File: src/rtl/txhc_pkg.sv
// Package with register map, fields, reset values and timing counts
package txhc_pkg;
	localparam logic [7:0] TRANSMIT_CONFIG_OFS = 8'h70;
	localparam logic [7:0] HARDWARE_CONFIG_OFS = 8'h74;
	localparam int XMIT_STATUS_DISCARD_BIT = 15;
	localparam int XMIT_DATA_DISCARD_BIT = 14;
	localparam int STATUS_OVERRUN_PERMIT_BIT = 2;
	localparam int TX_ENABLE_BIT = 1;
	localparam int HALT_REQUEST_BIT = 0;
	localparam int PORT_ACCESS_BYTE_ORDER_BIT = 29;
	localparam int DIRECT_ACCESS_BYTE_ORDER_BIT = 28;
	localparam int CROSSOVER_STRAP_STATE_BIT = 24;
	localparam int MUST_BE_ONE_BIT = 20;
	localparam int TX_SIZE_LSB = 16;
	localparam int TX_SIZE_MSB = 19;
	localparam int SOFT_RESET_TIMEOUT_BIT = 1;
	localparam int SOFT_RESET_REQUEST_BIT = 0;
	localparam logic [3:0] TX_SIZE_RESET = 4'h5;
	localparam logic [3:0] TX_SIZE_MIN = 4'h2;
	localparam logic [3:0] TX_SIZE_MAX = 4'hE;
	localparam logic [15:0] TOTAL_BYTES = 16'h4000;
	localparam logic [15:0] TX_STATUS_BYTES = 16'h0200;
	localparam int RX_STATUS_SHIFT = 4;
	localparam int SIZE_STEP_SHIFT = 10;
	// Soft reset phase timing
	localparam int SOFT_RESET_REQUEST_HOLD_NS = 500;
	localparam int SOFT_RESET_REQUEST_TIMEOUT_NS = 10000;
	localparam int CLK_PERIOD_NS = 50;
	localparam int SOFT_RESET_REQUEST_HOLD_CYC = (SOFT_RESET_REQUEST_HOLD_NS + CLK_PERIOD_NS - 1) / CLK_PERIOD_NS;
	localparam int SOFT_RESET_REQUEST_TIMEOUT_CYC = SOFT_RESET_REQUEST_TIMEOUT_NS / CLK_PERIOD_NS;
	typedef enum logic [1:0]
	{
		TXHC_TX_OFF = 2'b00,
		TXHC_TX_RUN = 2'b01,
		TXHC_TX_DRAIN = 2'b10
	} txhc_tx_e;
	typedef enum logic [1:0]
	{
		TXHC_SR_IDLE = 2'b00,
		TXHC_SR_WAIT = 2'b01,
		TXHC_SR_HOLD = 2'b10
	} txhc_sr_e;
endpackage

File: src/rtl/txhc_top.sv
// Transmit control and hardware configuration registers over APB
`timescale 1ns/1ps
module txhc_top
#(
	parameter int TIMEOUT_CYC = txhc_pkg::SOFT_RESET_REQUEST_TIMEOUT_CYC
)
(
	input wire logic sys_clk,
	input wire logic rst_n,
	input wire logic psel,
	input wire logic penable,
	input wire logic pwrite,
	input wire logic [7:0] paddr,
	input wire logic [31:0] pwdata,
	output logic [31:0] prdata,
	output logic pready,
	output logic pslverr,
	input wire logic crossoverStrap,
	input wire logic phyClocksRunning,
	input wire logic frameActive,
	input wire logic txStatusFull,
	output logic txSendAllowed,
	output logic txStatusFullIrq,
	output logic txStatusClear,
	output logic txDataClear,
	output logic portAccessBigEndian,
	output logic directAccessBigEndian,
	output logic mustBeOne,
	output logic softResetActive,
	output logic [15:0] txDataBytes,
	output logic [15:0] txStatBytes,
	output logic [15:0] rxDataBytes,
	output logic [15:0] rxStatBytes
);
	logic rstMeta_ff;
	logic rstSync_ff;
	logic rdyOut_ff;
	logic errOut_ff;
	logic [31:0] rdOut_ff;
	logic txStatusClear_ff;
	logic txDataClear_ff;
	logic overrunPermit_ff;
	logic txEnable_ff;
	logic haltReq_ff;
	logic sendAllowed_ff;
	logic statusIrq_ff;
	logic portOrder_ff;
	logic directOrder_ff;
	logic strapState_ff;
	logic strapTaken_ff;
	logic mustBeOne_ff;
	logic [3:0] txSize_ff;
	logic srTimeout_ff;
	logic softReset_ff;
	logic [15:0] srCount_ff;
	txhc_pkg::txhc_tx_e txState_ff;
	txhc_pkg::txhc_sr_e srState_ff;
	logic access;
	logic wrAccess;
	logic hitTx;
	logic hitHw;
	logic wrTx;
	logic wrHw;
	logic txStopped;
	logic softResetPulse;
	logic [31:0] nxt_rdData;

	// Reset release through two flops
	always_ff @(posedge sys_clk or negedge rst_n)
	begin
		if (!rst_n)
		begin
			rstMeta_ff <= 1'b0;
			rstSync_ff <= 1'b0;
		end
		else
		begin
			rstMeta_ff <= 1'b1;
			rstSync_ff <= rstMeta_ff;
		end
	end

	assign access = psel && penable;
	assign wrAccess = access && pwrite;
	assign hitTx = paddr == txhc_pkg::TRANSMIT_CONFIG_OFS;
	assign hitHw = paddr == txhc_pkg::HARDWARE_CONFIG_OFS;
	assign wrTx = wrAccess && hitTx && rdyOut_ff;
	assign wrHw = wrAccess && hitHw && rdyOut_ff;
	assign txStopped = txState_ff == txhc_pkg::TXHC_TX_OFF;
	// Soft reset internal phase clears non-immune state
	assign softResetPulse = srState_ff == txhc_pkg::TXHC_SR_HOLD;

	// APB answer: no wait state, error on unmapped
	always_ff @(posedge sys_clk or negedge rstSync_ff)
	begin
		if (!rstSync_ff)
		begin
			rdyOut_ff <= 1'b0;
			errOut_ff <= 1'b0;
			rdOut_ff <= 32'h0000_0000;
		end
		else
		begin
			rdyOut_ff <= psel && !penable;
			errOut_ff <= psel && !penable && !(hitTx || hitHw);
			rdOut_ff <= (psel && !penable && !pwrite) ? nxt_rdData : 32'h0000_0000;
		end
	end

	always_comb
	begin
		nxt_rdData = 32'h0000_0000;
		if (hitTx)
		begin
			nxt_rdData[txhc_pkg::STATUS_OVERRUN_PERMIT_BIT] = overrunPermit_ff;
			nxt_rdData[txhc_pkg::TX_ENABLE_BIT] = txEnable_ff;
			nxt_rdData[txhc_pkg::HALT_REQUEST_BIT] = haltReq_ff;
		end
		else if (hitHw)
		begin
			nxt_rdData[txhc_pkg::PORT_ACCESS_BYTE_ORDER_BIT] = portOrder_ff;
			nxt_rdData[txhc_pkg::DIRECT_ACCESS_BYTE_ORDER_BIT] = directOrder_ff;
			nxt_rdData[txhc_pkg::CROSSOVER_STRAP_STATE_BIT] = strapState_ff;
			nxt_rdData[txhc_pkg::MUST_BE_ONE_BIT] = mustBeOne_ff;
			nxt_rdData[txhc_pkg::TX_SIZE_MSB:txhc_pkg::TX_SIZE_LSB] = txSize_ff;
			nxt_rdData[txhc_pkg::SOFT_RESET_TIMEOUT_BIT] = srTimeout_ff;
			nxt_rdData[txhc_pkg::SOFT_RESET_REQUEST_BIT] = softReset_ff;
		end
	end

	// Discard strobes, one cycle per write, held high through the soft reset hold phase
	always_ff @(posedge sys_clk or negedge rstSync_ff)
	begin
		if (!rstSync_ff)
		begin
			txStatusClear_ff <= 1'b0;
			txDataClear_ff <= 1'b0;
		end
		else
		begin
			txStatusClear_ff <= (wrTx && pwdata[txhc_pkg::XMIT_STATUS_DISCARD_BIT])
				|| softResetPulse;
			txDataClear_ff <= (wrTx && pwdata[txhc_pkg::XMIT_DATA_DISCARD_BIT])
				|| softResetPulse;
		end
	end

	// Transmit control bits and state
	always_ff @(posedge sys_clk or negedge rstSync_ff)
	begin
		if (!rstSync_ff)
		begin
			overrunPermit_ff <= 1'b0;
			txEnable_ff <= 1'b0;
			haltReq_ff <= 1'b0;
			txState_ff <= txhc_pkg::TXHC_TX_OFF;
		end
		else if (softResetPulse)
		begin
			overrunPermit_ff <= 1'b0;
			txEnable_ff <= 1'b0;
			haltReq_ff <= 1'b0;
			txState_ff <= txhc_pkg::TXHC_TX_OFF;
		end
		else
		begin
			if (wrTx)
			begin
				overrunPermit_ff <= pwdata[txhc_pkg::STATUS_OVERRUN_PERMIT_BIT];
			end
			unique case (txState_ff)
				txhc_pkg::TXHC_TX_OFF:
				begin
					if (wrTx && pwdata[txhc_pkg::TX_ENABLE_BIT])
					begin
						txEnable_ff <= 1'b1;
						txState_ff <= txhc_pkg::TXHC_TX_RUN;
					end
				end
				txhc_pkg::TXHC_TX_RUN:
				begin
					if (wrTx)
					begin
						txEnable_ff <= pwdata[txhc_pkg::TX_ENABLE_BIT];
					end
					if (wrTx && pwdata[txhc_pkg::HALT_REQUEST_BIT])
					begin
						haltReq_ff <= 1'b1;
						txState_ff <= txhc_pkg::TXHC_TX_DRAIN;
					end
					else if (wrTx && !pwdata[txhc_pkg::TX_ENABLE_BIT] && !frameActive)
					begin
						txState_ff <= txhc_pkg::TXHC_TX_OFF;
					end
					// Disabled mid-frame: stop once the frame ends
					else if (!txEnable_ff && !frameActive)
					begin
						txState_ff <= txhc_pkg::TXHC_TX_OFF;
					end
				end
				txhc_pkg::TXHC_TX_DRAIN:
				begin
					// Halt bit writes ignored while high
					if (!frameActive)
					begin
						txEnable_ff <= 1'b0;
						haltReq_ff <= 1'b0;
						txState_ff <= txhc_pkg::TXHC_TX_OFF;
					end
				end
				default:
				begin
					txState_ff <= txhc_pkg::TXHC_TX_OFF;
				end
			endcase
		end
	end

	// Send gate and status-full interrupt
	always_ff @(posedge sys_clk or negedge rstSync_ff)
	begin
		if (!rstSync_ff)
		begin
			sendAllowed_ff <= 1'b0;
			statusIrq_ff <= 1'b0;
		end
		else
		begin
			sendAllowed_ff <= !txStopped && txState_ff != txhc_pkg::TXHC_TX_DRAIN
				&& txEnable_ff && (overrunPermit_ff || !txStatusFull);
			statusIrq_ff <= txStatusFull;
		end
	end

	// Byte order bits, immune to soft reset
	always_ff @(posedge sys_clk or negedge rstSync_ff)
	begin
		if (!rstSync_ff)
		begin
			portOrder_ff <= 1'b0;
			directOrder_ff <= 1'b0;
		end
		else if (wrHw)
		begin
			portOrder_ff <= pwdata[txhc_pkg::PORT_ACCESS_BYTE_ORDER_BIT];
			directOrder_ff <= pwdata[txhc_pkg::DIRECT_ACCESS_BYTE_ORDER_BIT];
		end
	end

	// Strap caught after reset release
	always_ff @(posedge sys_clk or negedge rstSync_ff)
	begin
		if (!rstSync_ff)
		begin
			strapState_ff <= 1'b0;
			strapTaken_ff <= 1'b0;
		end
		else if (!strapTaken_ff)
		begin
			strapState_ff <= crossoverStrap;
			strapTaken_ff <= 1'b1;
		end
	end

	// Configuration fields
	always_ff @(posedge sys_clk or negedge rstSync_ff)
	begin
		if (!rstSync_ff)
		begin
			mustBeOne_ff <= 1'b0;
			txSize_ff <= txhc_pkg::TX_SIZE_RESET;
		end
		else if (softResetPulse)
		begin
			mustBeOne_ff <= 1'b0;
			txSize_ff <= txhc_pkg::TX_SIZE_RESET;
		end
		else if (wrHw)
		begin
			mustBeOne_ff <= pwdata[txhc_pkg::MUST_BE_ONE_BIT];
			// Only the valid size range is taken
			if (pwdata[txhc_pkg::TX_SIZE_MSB:txhc_pkg::TX_SIZE_LSB] >= txhc_pkg::TX_SIZE_MIN
				&& pwdata[txhc_pkg::TX_SIZE_MSB:txhc_pkg::TX_SIZE_LSB] <= txhc_pkg::TX_SIZE_MAX)
			begin
				txSize_ff <= pwdata[txhc_pkg::TX_SIZE_MSB:txhc_pkg::TX_SIZE_LSB];
			end
		end
	end

	// Soft reset sequencer
	always_ff @(posedge sys_clk or negedge rstSync_ff)
	begin
		if (!rstSync_ff)
		begin
			softReset_ff <= 1'b0;
			srTimeout_ff <= 1'b0;
			srCount_ff <= 16'h0000;
			srState_ff <= txhc_pkg::TXHC_SR_IDLE;
		end
		else
		begin
			unique case (srState_ff)
				txhc_pkg::TXHC_SR_IDLE:
				begin
					if (wrHw && pwdata[txhc_pkg::SOFT_RESET_REQUEST_BIT])
					begin
						softReset_ff <= 1'b1;
						srTimeout_ff <= 1'b0;
						srCount_ff <= 16'h0000;
						srState_ff <= txhc_pkg::TXHC_SR_WAIT;
					end
				end
				txhc_pkg::TXHC_SR_WAIT:
				begin
					if (phyClocksRunning)
					begin
						srCount_ff <= 16'h0000;
						srState_ff <= txhc_pkg::TXHC_SR_HOLD;
					end
					else if (srCount_ff == 16'(TIMEOUT_CYC - 1))
					begin
						softReset_ff <= 1'b0;
						srTimeout_ff <= 1'b1;
						srState_ff <= txhc_pkg::TXHC_SR_IDLE;
					end
					else
					begin
						srCount_ff <= srCount_ff + 16'h0001;
					end
				end
				txhc_pkg::TXHC_SR_HOLD:
				begin
					if (srCount_ff == 16'(txhc_pkg::SOFT_RESET_REQUEST_HOLD_CYC - 1))
					begin
						softReset_ff <= 1'b0;
						srState_ff <= txhc_pkg::TXHC_SR_IDLE;
					end
					else
					begin
						srCount_ff <= srCount_ff + 16'h0001;
					end
				end
				default:
				begin
					srState_ff <= txhc_pkg::TXHC_SR_IDLE;
				end
			endcase
		end
	end

	txhc_alloc u_alloc
	(
		.sys_clk(sys_clk),
		.rstSync_n(rstSync_ff),
		.txSize(txSize_ff),
		.txDataBytes_ff(txDataBytes),
		.txStatBytes_ff(txStatBytes),
		.rxDataBytes_ff(rxDataBytes),
		.rxStatBytes_ff(rxStatBytes)
	);

	assign prdata = rdOut_ff;
	assign pready = rdyOut_ff;
	assign pslverr = errOut_ff;
	assign txSendAllowed = sendAllowed_ff;
	assign txStatusFullIrq = statusIrq_ff;
	assign txStatusClear = txStatusClear_ff;
	assign txDataClear = txDataClear_ff;
	assign portAccessBigEndian = portOrder_ff;
	assign directAccessBigEndian = directOrder_ff;
	assign mustBeOne = mustBeOne_ff;
	assign softResetActive = softReset_ff;
endmodule

File: src/rtl/txhc_alloc.sv
// Buffer split between transmit and receive queues
`timescale 1ns/1ps
module txhc_alloc
(
	input wire logic sys_clk,
	input wire logic rstSync_n,
	input wire logic [3:0] txSize,
	output logic [15:0] txDataBytes_ff,
	output logic [15:0] txStatBytes_ff,
	output logic [15:0] rxDataBytes_ff,
	output logic [15:0] rxStatBytes_ff
);
	logic [15:0] txTotal;
	logic [15:0] rxTotal;
	logic [15:0] rxStat;
	assign txTotal = {2'b00, txSize, 10'h000};
	assign rxTotal = txhc_pkg::TOTAL_BYTES - txTotal;
	assign rxStat = rxTotal >> txhc_pkg::RX_STATUS_SHIFT;
	always_ff @(posedge sys_clk or negedge rstSync_n)
	begin
		if (!rstSync_n)
		begin
			txDataBytes_ff <= 16'h0000;
			txStatBytes_ff <= 16'h0000;
			rxDataBytes_ff <= 16'h0000;
			rxStatBytes_ff <= 16'h0000;
		end
		else
		begin
			txStatBytes_ff <= txhc_pkg::TX_STATUS_BYTES;
			txDataBytes_ff <= txTotal - txhc_pkg::TX_STATUS_BYTES;
			rxStatBytes_ff <= rxStat;
			rxDataBytes_ff <= rxTotal - rxStat;
		end
	end
endmodule

File: config.mk
export PLATFORM = sky130hd
export DESIGN_NAME = txhc_top
export DESIGN_NICKNAME = d
export VERILOG_FILES = /design/src/rtl/txhc_pkg.sv /design/src/rtl/txhc_top.sv /design/src/rtl/txhc_alloc.sv
export SDC_FILE = /design/constraint.sdc
export NUM_CORES = 1
export LEC_CHECK = 0
export BUFFER_PORTS_ARGS = -buffer_cell sky130_fd_sc_hd__buf_4
export CELL_PAD_IN_SITES_DETAIL_PLACEMENT = 1
export CELL_PAD_IN_SITES_GLOBAL_PLACEMENT = 1
export CORE_UTILIZATION = 39
export DETAILED_ROUTE_END_ITERATION = 8
export PLACE_DENSITY = 0.9
export SLEW_MARGIN = 20
export SYNTH_ARGS = -nofsm -noshare
export SYNTH_HDL_FRONTEND = slang
export SYNTH_SLANG_ARGS = --single-unit
export TNS_END_PERCENT = 1
File: constraint.sdc
create_clock -name sys_clk -period 5 [get_ports sys_clk]
set_input_delay 0.25 -clock sys_clk [delete_from_list [all_inputs] [get_ports sys_clk]]
set_output_delay 0.25 -clock sys_clk [all_outputs]
set_load 0.1 [all_outputs]
# After elaboration in Yosys (flattened, before gate mapping)
# Cells that the tools add are included.
word_totals:
  regBits: 116
  latch_bits: 0
  ram_bits: 0
  mem_bits_ro: 0
  inputBits: 49
  output_inout_bits: 106
  elab_cells: 154
  memories: 0
classes:
  n_addsub: 4
  mul: 0
  div_mod_pow: 0
  order_cmp: 2
  n_eq_ne: 21
  shift: 0
  mux: 51
  bitwise: 0
  n_reduce_logical: 50
op_table:
  columns: ["op", "count"]
  rows:
  - ["$mux W16", 4]
  - ["$pmux W16 S3", 1]
  - ["$mux W30", 1]
  - ["$mux W2", 14]
  - ["$logic_and A1 B1 Y1", 21]
  - ["$mux W1", 20]
  - ["$add A16 B1 Y16 const B", 1]
  - ["$eq A16 B4 Y1 const B", 1]
  - ["$eq A16 B8 Y1 const B", 1]
  - ["$eq A8 B7 Y1 const B", 2]
  - ["$sub A15 B14 Y16 const A", 1]
  - ["$sub A16 B12 Y16", 1]
  - ["$ne A3 B3 Y1 const B", 5]
  - ["$sub A14 B10 Y15 const B", 1]
  - ["$mux W4", 3]
  - ["$pmux W2 S3", 2]
  - ["$reduce_and A4 Y1", 3]
  - ["$mux W5", 2]
  - ["$ne A2 B2 Y1 const B", 5]
  - ["$reduce_and A3 Y1", 3]
  - ["$logic_not A1 Y1", 8]
  - ["$reduce_bool A2 Y1", 4]
  - ["$pmux W1 S3", 2]
  - ["$reduce_bool A3 Y1", 2]
  - ["other kinds (13)", 20]

# Logic depth before layout (Yosys ltp)
# Gate-level depths: netlist (run 1).
logic_depth:
  ltp_word: 10
  mapped_depth: 8
  mapped_depth_nobuf: 8

# Cells and area by module
# A second synthesis (run 1) with hierarchy kept.
unflattened:
  hier_cells: 405
  area_unflattened_um2: 4051.4
by_module_without_submodules:
  columns: ["mod", "n_inst", "cells_each", "area_per_inst_um2", "seq_area_each_um2"]
  rows:
  - ["txhc_top", 1, 282, 2830.2, 1328.8]
  - ["txhc_alloc", 1, 123, 1221.2, 500.5]

# Least setup slack after synthesis (run 1)
# OpenSTA, ideal clock, no wires.
synth_path:
  kind: "register -> register"
  from: "register rdyOut_ff, in the netlist pready"
  to: "register srCount_ff[5]"
  setup_time_ps: 104
  arrival_time_ps: 2666
  t_required_ps: 4896
  slack_ps: 2230
  path_stages_with_launch: 7
  n_path_buf: 1
  period_less_slack_ps: 2770
  cell_sequence: "dfrtp_1 > nand4_1 > o41ai_4 > o211ai_2 > or3_1 > buf_4 > o41ai_4"
synth_via:
  elab_chain_len: 4
synth_lines:
  columns: ["element", "line", "source"]
  rows:
  - ["start, declared", "txhc_top.sv:37", "logic rdyOut_ff;"]
  - ["start signal, assigned", "txhc_top.sv:104", "rdyOut_ff <= psel && !penable;"]
  - ["$logic_and A1 B1 Y1", "txhc_top.sv:88", "assign wrHw = wrAccess && hitHw && rdyOut_ff;"]
  - ["$logic_and A1 B1 Y1", "txhc_top.sv:305", "if (wrHw && pwdata[txhc_pkg::SOFT_RESET_REQUEST_BIT])"]
  - ["$ne A2 B2 Y1 (no line)", null, null]
  - ["$reduce_and A4 Y1 (no line)", null, null]
  - ["end signal, assigned", "txhc_top.sv:328", "srCount_ff <= srCount_ff + 16'h0001;"]
  - ["end signal, assigned", "txhc_top.sv:340", "srCount_ff <= srCount_ff + 16'h0001;"]
  - ["end, declared", "txhc_top.sv:55", "logic [15:0] srCount_ff;"]
# Every way passes these cells.
# A chain may end at the register's enable or synchronous reset.

# Final worst setup path (run 1)
layout_path:
  from: "register srCount_ff[4]"
  to: "register srCount_ff[2]"
layout_via:
  elab_chain_len: 3
  elab_cells_between_ends: 5
  classes_between: "eq/ne (4); reduce/logical (1)"
layout_lines:
  columns: ["element", "line"]
  rows:
  - ["$eq A16 B8 Y1 or $eq A16 B4 Y1 (tied branches)", "txhc_top.sv:320, txhc_top.sv:333"]
  - ["$ne A3 B3 Y1 (no line) or $ne A2 B2 Y1 (tied branches)", null]
  - ["$reduce_and A4 Y1 (no line) (*)", null]
# Every way passes the cells marked *; elsewhere a longest branch is shown, timed or not.

==> impl_metrics.json, run 1 <==
{
  "finalMaxSlewViolations": 0,
  "endpoint_kind": "flip-flop",
  "hold_viol": 0,
  "p_total_uw": 1826,
  "cp_data_required_time_ps": 5230,
  "route.antenna.remaining_nets": 0,
  "syn_to_final_growth_pct": 16.81,
  "postCtsHoldBufs": 2,
  "p_comb_share_pct": 35.8,
  "cpLargestDelayFamily": "simple AND/OR/NAND/NOR gates",
  "place_congestion": 0.8205,
  "worstRegToRegCells": 6,
  "arrival_ps": 3030,
  "max_freq_mhz": 357.2,
  "reg2reg_slack_ps": 2200,
  "r2r_start": "srCount_ff[4]$_DFFE_PN0P_",
  "critPathMaxStageDelay_ps": 600,
  "std_cell_rows": 36,
  "max-cap-violations": 0,
  "cts_resized": 0,
  "die-height_um": 102.7,
  "setup_viol": 0,
  "critical_path_buf_inv_count": 1,
  "grt_pass1_vias": 3105,
  "drtIter0Drc": 93,
  "cp.depth": 6,
  "start_util_pct": 40.42,
  "path_clk_slew_ps": 80,
  "syn_avg_cell_area_um2": 9.903,
  "synthArstFlopShare_pct": 100.0,
  "ioPinCount": 155,
  "power_density_nw_per_um2": 395.5,
  "period_needed_ps": 2800,
  "cp-start-kind": "flip-flop",
  "pwr-share-seq_pct": 35.7,
  "syn_inst": 399,
  "firstDrtPassIters": 4,
  "final_area_um2": 4616,
  "antenna_found_initial": 0,
  "cts_buffer_depth": 2,
  "drt-wirelength-per-cell_um": 16.53,
  "clock-skew-final_ps": 14.34,
  "crit_type": "reg -> reg",
  "relSlewSlack_pct": 40.44,
  "drive_gt1_share_pct": 22.74,
  "overflow": 0,
  "ir_drop_v": 0.0002161,
  "p_leak_uw": 0.002223,
  "coreArea_um2": 9774,
  "grt_max_degree": 71,
  "cts_tree": "built",
  "grt_pass1_wl_um": 15600,
  "hold_path.class": "in -> reg",
  "cts_made_buffers": 9,
  "switchingPower_uw": 780.1,
  "worstSetupEndpoint": "srCount_ff[2]$_DFFE_PN0P_",
  "yosysWarnings": 0,
  "synth-edff-count": 0,
  "crit_slowest_cell": "or4_1",
  "status": "finished clean",
  "io_buffer_count": 72,
  "cp_cell_sequence": "or4_1 > or4_1 > o211ai_2 > buf_4 > or3_1 > o21ai_1",
  "cp-startpoint": "srCount_ff[4]$_DFFE_PN0P_",
  "cts_max_level": 3,
  "p_clk_share_pct": 28.5,
  "detail_route.wirelength_um": 10050,
  "synth_seq_cells": 72,
  "p_int_uw": 1045,
  "tns_ps": 0,
  "grtUsageTotal_pct": 19.72,
  "place_hpwl_um": 7170,
  "fin_crit_sh_pct": 55.99,
  "cts_sinks": 72,
  "dieWidth_um": 102.7,
  "clkLatencyLatePin_ps": 360,
  "synth_flop_cell": "dfrtp_1",
  "rsz0062_at_grt": "false",
  "crit_fanout": 23,
  "switching_share_pct": 42.73,
  "synth.distinct_cells": 55,
  "yosysSeqAreaShare_pct": 45.66,
  "dpl_cell_area_um2": 4367,
  "cpMostUsedCell": "or4_1",
  "cts_setup_buffers": 0,
  "diodes": 0,
  "nNetsFinal": 530,
  "worstReg2RegEnd": "srCount_ff[2]$_DFFE_PN0P_",
  "die_area_um2": 10540,
  "vias": 3079,
  "root_buffer": "clkbuf_8",
  "via_per_inst": 5.064,
  "drc": 0,
  "netlist_area_um2": 3951,
  "tightest_slew_ps": 893.3
}
==> power groups by stage <==
| stage | Clock, µW | Sequential, µW | Combinational (µW) |
|---|---|---|---|
| floorplan | 0 | 741 | 477 |
| CTS | 531 | 649 | 652 |
| finish | 521 | 652 | 653 |
| global placement | 0 | 655 | 624 |
| global route | 555 | 655 | 695 |
| detailed placement | 0 | 660 | 647 |
==> synth_stat cells (2+ instances only) <==
cell type | instances | area (µm²)
or4_1 | 8 | 60.06
nand4_1 | 6 | 37.54
xnor2_1 | 3 | 26.28
o31ai_1 | 10 | 75.07
and2_1 | 12 | 75.07
nor2b_1 | 3 | 18.77
o41ai_1 | 2 | 17.52
nand2b_1 | 8 | 50.05
or3_1 | 4 | 25.02
inv_1 | 19 | 71.32
clkbuf_1 | 9 | 33.78
buf_2 | 2 | 10.01
o2111ai_1 | 2 | 17.52
a21oi_1 | 9 | 45.04
mux2i_1 | 6 | 60.06
conb_1 | 2 | 7.510
dfstp_2 | 2 | 52.55
o211ai_1 | 3 | 22.52
nor4_1 | 6 | 37.54
nor2_1 | 27 | 101.4
nor4b_1 | 2 | 17.52
o41ai_4 | 2 | 55.05
o31ai_2 | 2 | 25.02
xor2_1 | 2 | 17.52
ha_1 | 11 | 137.6
nor3_1 | 9 | 45.04
o21ai_1 | 12 | 60.06
a31oi_1 | 5 | 31.28
dfrtp_1 | 70 | 1752
nand3_1 | 11 | 55.05
buf_4 | 68 | 510.5
a21boi_0 | 2 | 15.01
o21ai_0 | 8 | 40.04
nand3b_1 | 2 | 15.01
mux2_2 | 5 | 56.30
nand2_1 | 26 | 97.59
==> how the worst min path moves through the flow <==
stage / startpoint / endpoint / slack (ps) / depth (start not counted)
after floorplan: rst_n / rstMeta_ff$_DFF_PN0_ / -50 / 0
after global placement: rst_n / rstMeta_ff$_DFF_PN0_ / 30 / 1
after detailed placement: rst_n / rstMeta_ff$_DFF_PN0_ / 40 / 1
after CTS: pwdata[14] / txDataClear$_DFF_PN0_ / 100 / 3
after global routing: pwdata[14] / txDataClear$_DFF_PN0_ / 110 / 3
final: pwdata[14] / txDataClear$_DFF_PN0_ / 100 / 3
==> final cells by class <==
class,count,area (µm²)
Multi-Input combinational cell,291,1767
Clock inverter,5,81.33
Timing Repair Buffer,77,583.1
Inverter,19,71.32
Fill cell,1140,5159
Sequential cell,72,1805
Clock buffer,11,141.4
Tap cell,133,166.4
==> worst min-delay path, stage by stage <==
cell and delay (ps):
buf_4 80, nand2_1 40, nand2_1 60
==> routing by layer <==
| metal | track usage [%] | wire (µm) | up-vias |
|---|---|---|---|
| met5 | 0 | 0 | - |
| met4 | 10.55 | 291 | 0 |
| met3 | 4.339 | 642 | 27 |
| met2 | 35.03 | 5151 | 122 |
| met1 | 22.01 | 3966 | 1521 |
| li1 | - | - | 1409 |
==> sequential cells by signal (all words and copies together) (netlist names), 2 cells and up <==
register                count
srState_ff                  2
txSize_ff                   4
prdata                     11
srCount_ff                 16
u_alloc.txDataBytes_ff      6
txState_ff                  2
u_alloc.rxStatBytes_ff      5
u_alloc.rxDataBytes_ff      9
==> placed cells by master (no fill, tap or decap), types with 9 or more instances in the layout <==
cell type,n
ha_1,11
inv_1,19
a21oi_1,9
dfrtp_1,69
nand3_1,11
o31ai_1,10
nor2_1,27
and2_1,12
o21ai_1,12
clkbuf_8,10
conb_1,64
nand2_1,26
nor3_1,9
buf_4,75
==> per-stage QoR <==
stage | std cells | util, % | hold WS [ps] | setup WS (ps)
4_1_cts | 608 | 47.16 | 98.13 | 2180
5_1_grt | 608 | 47.22 | 113.1 | 2034
3_5_place_dp | 590 | 44.67 | 37.34 | 2198
6_report | 608 | 47.22 | 103.3 | 2200
3_3_place_gp | 590 | 44.61 | 33.37 | 2289
2_1_floorplan | 461 | - | -45.59 | 2230
==> logic make-up after synthesis <==
kind of cell	synth area share (%)
other	0.1901
multiplexers	2.945
XOR/XNOR	1.108
AND/OR/NAND/NOR	17.32
buffers and inverters	15.83
AO/OA/AOI/OAI	13.46
adder cells (fa/ha/maj)	3.483
flip-flops	45.66
No activity file was read; power rests on OpenSTA's default activity.
==> inputs of run 2 (changes only) <==
ABC_AREA = 1   (was default)
CORE_UTILIZATION = 32   (was 39)
PLACE_DENSITY = 0.81   (was 0.9)
clock period = 2.3 ns   (was 5 ns; I/O delays follow)
==> impl_metrics.json, run 2 <==
{
  "ir_drop_v": 0.0004735,
  "p_leak_uw": 0.002720,
  "worstRegToRegCells": 11,
  "muxShareOfSynthArea_pct": 0.7205,
  "overflow": 0,
  "relSlewSlack_pct": 61.58,
  "max-cap-violations": 0,
  "syn_to_final_growth_pct": 19.54,
  "r2r_start": "srCount_ff[0]$_DFFE_PN0P_",
  "synth.most_common_cell": "nand2_1",
  "hold_path.class": "in -> reg",
  "synth-compound-area-share_pct": 5.418,
  "grtUsageTotal_pct": 17.52,
  "synth_xor_area_share_pct": 1.787,
  "ioPinCount": 155,
  "clock-skew-final_ps": 7.765,
  "power_density_nw_per_um2": 1344,
  "std_cell_rows": 42,
  "hold_viol": 0,
  "netlist_area_um2": 4342,
  "hold_end": "strapState_ff$_DFFE_PN0N_",
  "regMostFlops": "srCount_ff",
  "cp_data_required_time_ps": 2510,
  "final_area_um2": 5190,
  "diodes": 0,
  "dieWidth_um": 118.5,
  "rsz0062_at_grt": "false",
  "yosys.area_share.simple_pct": 27.95,
  "crit_type": "reg -> reg",
  "nNetsFinal": 699,
  "yosys-top-cells-count": "135 x nand2_1, 70 x dfrtp_1, 69 x inv_1",
  "period_needed_ps": 2101,
  "drc": 0,
  "yosysSeqAreaShare_pct": 41.56,
  "status": "finished clean",
  "cts_made_buffers": 9,
  "cp-start-kind": "flip-flop",
  "p_total_uw": 6974,
  "route.antenna.remaining_nets": 0,
  "max_freq_mhz": 476.1,
  "hold_depth": 2,
  "detail_route.wirelength_um": 11740,
  "mostFrequentLayoutCells": "135 x nand2_1, 74 x buf_4, 69 x inv_1, 69 x dfrtp_1, 64 x conb_1",
  "grt_pass1_vias": 4080,
  "yosysWarnings": 0,
  "via_per_inst": 4.713,
  "root_buffer": "clkbuf_16",
  "io_buffer_count": 72,
  "synth_top_area_share_pct": 40.35,
  "drt-wirelength-per-cell_um": 14.32,
  "synth_seq_cells": 72,
  "syn_avg_cell_area_um2": 7.753,
  "cts_max_level": 3,
  "synth_flop_cell": "dfrtp_1",
  "clkLatencyLatePin_ps": 340,
  "dp_slack_ps": 187.0,
  "place_congestion": 0.8716,
  "min_from": "crossoverStrap",
  "antenna_found_initial": 0,
  "setup_ws_ps": 199.4,
  "die_area_um2": 14040,
  "firstDrtPassIters": 4,
  "start_util_pct": 32.79,
  "crit_fanout": 16,
  "grt_pass1_wl_um": 19630,
  "syn_inst": 560,
  "fin_hold_ws_ps": 11.65,
  "netlist_top_cells_area": "dfrtp_1 40%, nand2_1 12%, buf_4 11%",
  "coreArea_um2": 13240,
  "synth_top_area_cell": "dfrtp_1",
  "synth.distinct_cells": 38,
  "cts_sinks": 72,
  "drive_gt1_share_pct": 17.55,
  "dpl_cell_area_um2": 4840,
  "synth-edff-count": 0,
  "tns_ps": 0,
  "finalMaxSlewViolations": 0,
  "setup_viol": 0,
  "reg2reg_slack_ps": 200,
  "worstReg2RegEnd": "srCount_ff[3]$_DFFE_PN0P_",
  "largest_reg_flops": 16,
  "cts_buffer_depth": 2,
  "cts_tree": "built",
  "endpoint_kind": "flip-flop",
  "tightest_slew_ps": 571.8,
  "cts_setup_buffers": 0,
  "synthAdderAreaFrac_pct": 3.170,
  "vias": 3865,
  "fin_crit_sh_pct": 91.33,
  "drtIter0Drc": 204,
  "arrival_ps": 2310,
  "synth_top_family_by_area": "simple AND/OR/NAND/NOR gates",
  "place_hpwl_um": 8532,
  "path_clk_slew_ps": 60,
  "final_common_cell": "nand2_1",
  "die-height_um": 118.5,
  "grt_max_degree": 71,
  "synthArstFlopShare_pct": 100.0
}
==> run 2: timing repair <==
item,4_1_cts,5_1_grt
endpoints found under the setup margin,0,2
hold endpoints to repair,9,0
resized for setup,0,1
hold buffers,6,0
==> run 2: worst max-delay path by stage <==
stage,from,to,slack [ps]
2_1_floorplan,rstSync_ff$_DFF_PN0_,directAccessBigEndian$_DFFE_PN0P_,150
5_1_grt,txSize_ff[0]$_DFFE_PN1P_,u_alloc.rxDataBytes_ff[12]$_DFF_PN0_,30
4_1_cts,txSize_ff[1]$_DFFE_PN0P_,u_alloc.rxDataBytes_ff[12]$_DFF_PN0_,160
3_5_place_dp,txSize_ff[0]$_DFFE_PN1P_,u_alloc.rxDataBytes_ff[12]$_DFF_PN0_,190
6_report,srCount_ff[0]$_DFFE_PN0P_,srCount_ff[3]$_DFFE_PN0P_,200
3_3_place_gp,txSize_ff[0]$_DFFE_PN1P_,u_alloc.rxDataBytes_ff[12]$_DFF_PN0_,300
==> run 2: worst max-delay path, stage by stage, from the launching register on <==
cell and delay (ps):
dfrtp_1 480, ha_1 310, nand2_1 150, inv_1 80, nand2_1 50, nor2_1 190, nand3_1 170, nand3_2 170
nor2_8 70, buf_12 160, nand2_1 70, o21ai_1 80
==> run 2: metal layers <==
metal	vias up	global-route usage (%)	part of all wire, %
li1	1805	-	-
met1	1912	20.53	40
met2	123	31.18	52
met3	25	3.764	5.3
met4	0	6.725	2.0
met5	-	0	0
==> run 2: kinds of logic (layout without fill, tap and decap cells) <==
kind of cell / count (synthesis) / after routing
flip-flops: 72 / 72
buffers and inverters: 151 / 173
XOR/XNOR: 8 / 8
AND/OR/NAND/NOR: 272 / 272
AO/OA/AOI/OAI: 41 / 41
other: 2 / 64
adder cells (fa/ha/maj): 11 / 11
multiplexers: 3 / 3
==> run 2: power by group <==
group / total (µW) / switching, µW / leakage (µW) / internal [µW]
logic: 3890 / 3120 / 0.00165 / 769
registers: 1710 / 153 / 0.000933 / 1560
clock network: 1370 / 614 / 0.000133 / 753
==> run 2: cell type report <==
type	count	area (µm²)
clock inverter	7	62.56
fill	1637	8053
sequential	72	1805
timing repair buffer	82	655.6
multi-input combinational	399	1938
clock buffer	9	225.2
inverter	75	282.8
tap	176	220.2
==> run 2: stage by stage <==
stage	cells	util (%)
6_report	820	39.19
3_3_place_gp	798	36.55
2_1_floorplan	622	-
3_5_place_dp	798	36.55
4_1_cts	820	39.17
5_1_grt	820	39.19
==> inputs of run 3 (changes only) <==
PLACE_DENSITY = 0.8   (was 0.81)
SYNTH_HIERARCHICAL = 1   (was default)
==> impl_metrics.json, run 3 <==
{
  "drt-wirelength-per-cell_um": 14.04,
  "coreArea_um2": 13240,
  "endpoint_kind": "flip-flop",
  "synth_top_family_by_area": "simple AND/OR/NAND/NOR gates",
  "drtIter0Drc": 183,
  "netlist_area_um2": 4355,
  "synth-compound-area-share_pct": 5.516,
  "ioPinCount": 155,
  "die_area_um2": 14080,
  "mostFrequentLayoutCells": "132 x nand2_1, 78 x buf_4, 70 x dfrtp_1",
  "synth_flop_cell": "dfrtp_1",
  "largest_reg_flops": 16,
  "cp-start-kind": "flip-flop",
  "root_buffer": "clkbuf_16",
  "place_congestion": 0.8742,
  "detail_route.wirelength_um": 11420,
  "p_leak_uw": 0.002683,
  "netlist_top_cells_area": "dfrtp_1 41%, nand2_1 11%, buf_4 11%",
  "yosysWarnings": 6,
  "synth_xor_area_share_pct": 1.408,
  "muxShareOfSynthArea_pct": 0.2585,
  "synth_top_area_share_pct": 40.79,
  "worstReg2RegEnd": "u_alloc/rxDataBytes_ff[12]$_DFF_PN0_",
  "power_density_nw_per_um2": 1400,
  "fin_crit_sh_pct": 90.54,
  "nNetsFinal": 693,
  "place_hpwl_um": 8504,
  "crit_fanout": 5,
  "yosysSeqAreaShare_pct": 42.00,
  "die-height_um": 118.7,
  "overflow": 0,
  "fin_util_pct": 39.37,
  "yosys.area_share.simple_pct": 28.76,
  "cts_tree": "built",
  "final_area_um2": 5214,
  "setup_viol": 0,
  "tightest_slew_ps": 594.4,
  "syn_inst": 549,
  "dp_slack_ps": 327.9,
  "status": "finished clean",
  "drc": 0,
  "std_cell_rows": 42,
  "synth-edff-count": 0,
  "arrival_ps": 2300,
  "p_comb_share_pct": 55.6,
  "diodes": 0,
  "cp_data_required_time_ps": 2510,
  "period_needed_ps": 2082,
  "cts_buffer_depth": 2,
  "grt_pass1_wl_um": 19110,
  "yosys-top-cells-count": "132 x nand2_1, 71 x dfrtp_1, 65 x buf_4",
  "fin_hold_ws_ps": 14.78,
  "grt_max_degree": 27,
  "cts_max_level": 3,
  "cp-startpoint": "txSize_ff[1]$_DFFE_PN0P_",
  "synth_seq_cells": 73,
  "synth.distinct_cells": 34,
  "synth_top_area_cell": "dfrtp_1",
  "setup_ws_ps": 217.6,
  "syn_to_final_growth_pct": 19.71,
  "syn_avg_cell_area_um2": 7.933,
  "ff_latch_area_um2": 1831,
  "firstDrtPassIters": 4,
  "hold_path.class": "in -> reg",
  "switchingPower_uw": 3982,
  "synthArstFlopShare_pct": 100.0,
  "switching_share_pct": 54.55,
  "via_per_inst": 4.533,
  "r2r_start": "txSize_ff[1]$_DFFE_PN0P_",
  "clkLatencyLatePin_ps": 330,
  "vias": 3685,
  "max_freq_mhz": 480.2,
  "fill_cells": 1638,
  "ir_drop_v": 0.0004248,
  "synth.most_common_cell": "nand2_1",
  "reg2reg_slack_ps": 220,
  "crit_type": "reg -> reg",
  "final_common_cell": "nand2_1",
  "rsz0062_at_grt": "false",
  "worstRegToRegCells": 9,
  "max-cap-violations": 0,
  "relSlewSlack_pct": 59.96,
  "worstSetupEndpoint": "u_alloc/rxDataBytes_ff[12]$_DFF_PN0_",
  "p_clk_share_pct": 20.3,
  "regMostFlops": "srCount_ff",
  "tns_ps": 0,
  "route.antenna.remaining_nets": 0,
  "clock-skew-final_ps": 5.171,
  "path_clk_slew_ps": 60,
  "cts_sinks": 73,
  "cts_made_buffers": 9,
  "start_util_pct": 32.89,
  "dpl_cell_area_um2": 4850,
  "io_buffer_count": 72,
  "multiInputGateArea_um2": 1959,
  "drive_gt1_share_pct": 20.41,
  "p_int_uw": 3317,
  "synthAdderAreaFrac_pct": 3.447,
  "grtUsageTotal_pct": 17.20,
  "pwr-share-seq_pct": 24.1,
  "dieWidth_um": 118.7,
  "min_from": "pwdata[15]",
  "finalMaxSlewViolations": 0,
  "grt_pass1_vias": 3925,
  "cts_setup_buffers": 0,
  "hold_viol": 0,
  "antenna_found_initial": 0
}
run 3: final cells by class:
class,instances,area share [%]
Multi-Input combinational cell,398,37.58
Sequential cell,73,35.11
Timing Repair Buffer,83,12.19
Inverter,67,4.872
Clock buffer,11,4.464
Tap cell,176,4.224
Clock inverter,5,1.560
run 3: metal layers:
layer | vias to the layer above | global-route usage, % | wire length (µm)
li1 | 1767 | - | -
met1 | 1794 | 18.77 | 4495
met2 | 106 | 32.60 | 6199
met3 | 18 | 3.620 | 496
met4 | 0 | 5.775 | 226
met5 | - | 0 | 0
run 3: worst min path at each step:
stage,to,cells after the start
3_3_place_gp,rstMeta_ff$_DFF_PN0_,1
6_report,txStatusClear$_DFF_PN0_,3
4_1_cts,txStatusClear$_DFF_PN0_,3
3_5_place_dp,rstMeta_ff$_DFF_PN0_,1
5_1_grt,txStatusClear$_DFF_PN0_,3
2_1_floorplan,rstMeta_ff$_DFF_PN0_,0
run 3: per-stage QoR:
| step | instances | total power, µW |
|---|---|---|
| final | 813 | 7299 |
| after global routing | 813 | 7635 |
| after CTS | 813 | 7361 |
| after detailed placement | 792 | 5786 |
| after global placement | 792 | 5636 |
| after floorplan | 610 | 5041 |
run 3: timing repair:
item,4_1_cts,5_1_grt
hold buffers,5,0
gates resized for setup,0,0
hold endpoints to repair,8,0
run 3: power groups by stage:
| stage | sequential, µW | combinational (µW) | clock, µW |
|---|---|---|---|
| after floorplan | 3150 | 1890 | 0 |
| after global placement | 1760 | 3870 | 0 |
| after detailed placement | 1790 | 4000 | 0 |
| after CTS | 1760 | 4070 | 1520 |
| after global routing | 1790 | 4260 | 1580 |
| final | 1760 | 4060 | 1480 |
run 3: cell families after synthesis:
family / after synthesis
multiplexers: 1
adder cells (fa/ha/maj): 12
XOR/XNOR: 7
other: 4
flip-flops: 73
AO/OA/AOI/OAI: 39
buffers and inverters: 139
AND/OR/NAND/NOR: 274
run 3: critical path: stages, from the launching register on:
cell and delay [ps]:
dfrtp_1 430, inv_1 110, ha_1 210, nand3_1 210
ha_1 390, inv_1 100, nor2_1 200, nand3_2 140
nand3_1 110, nand2_1 70
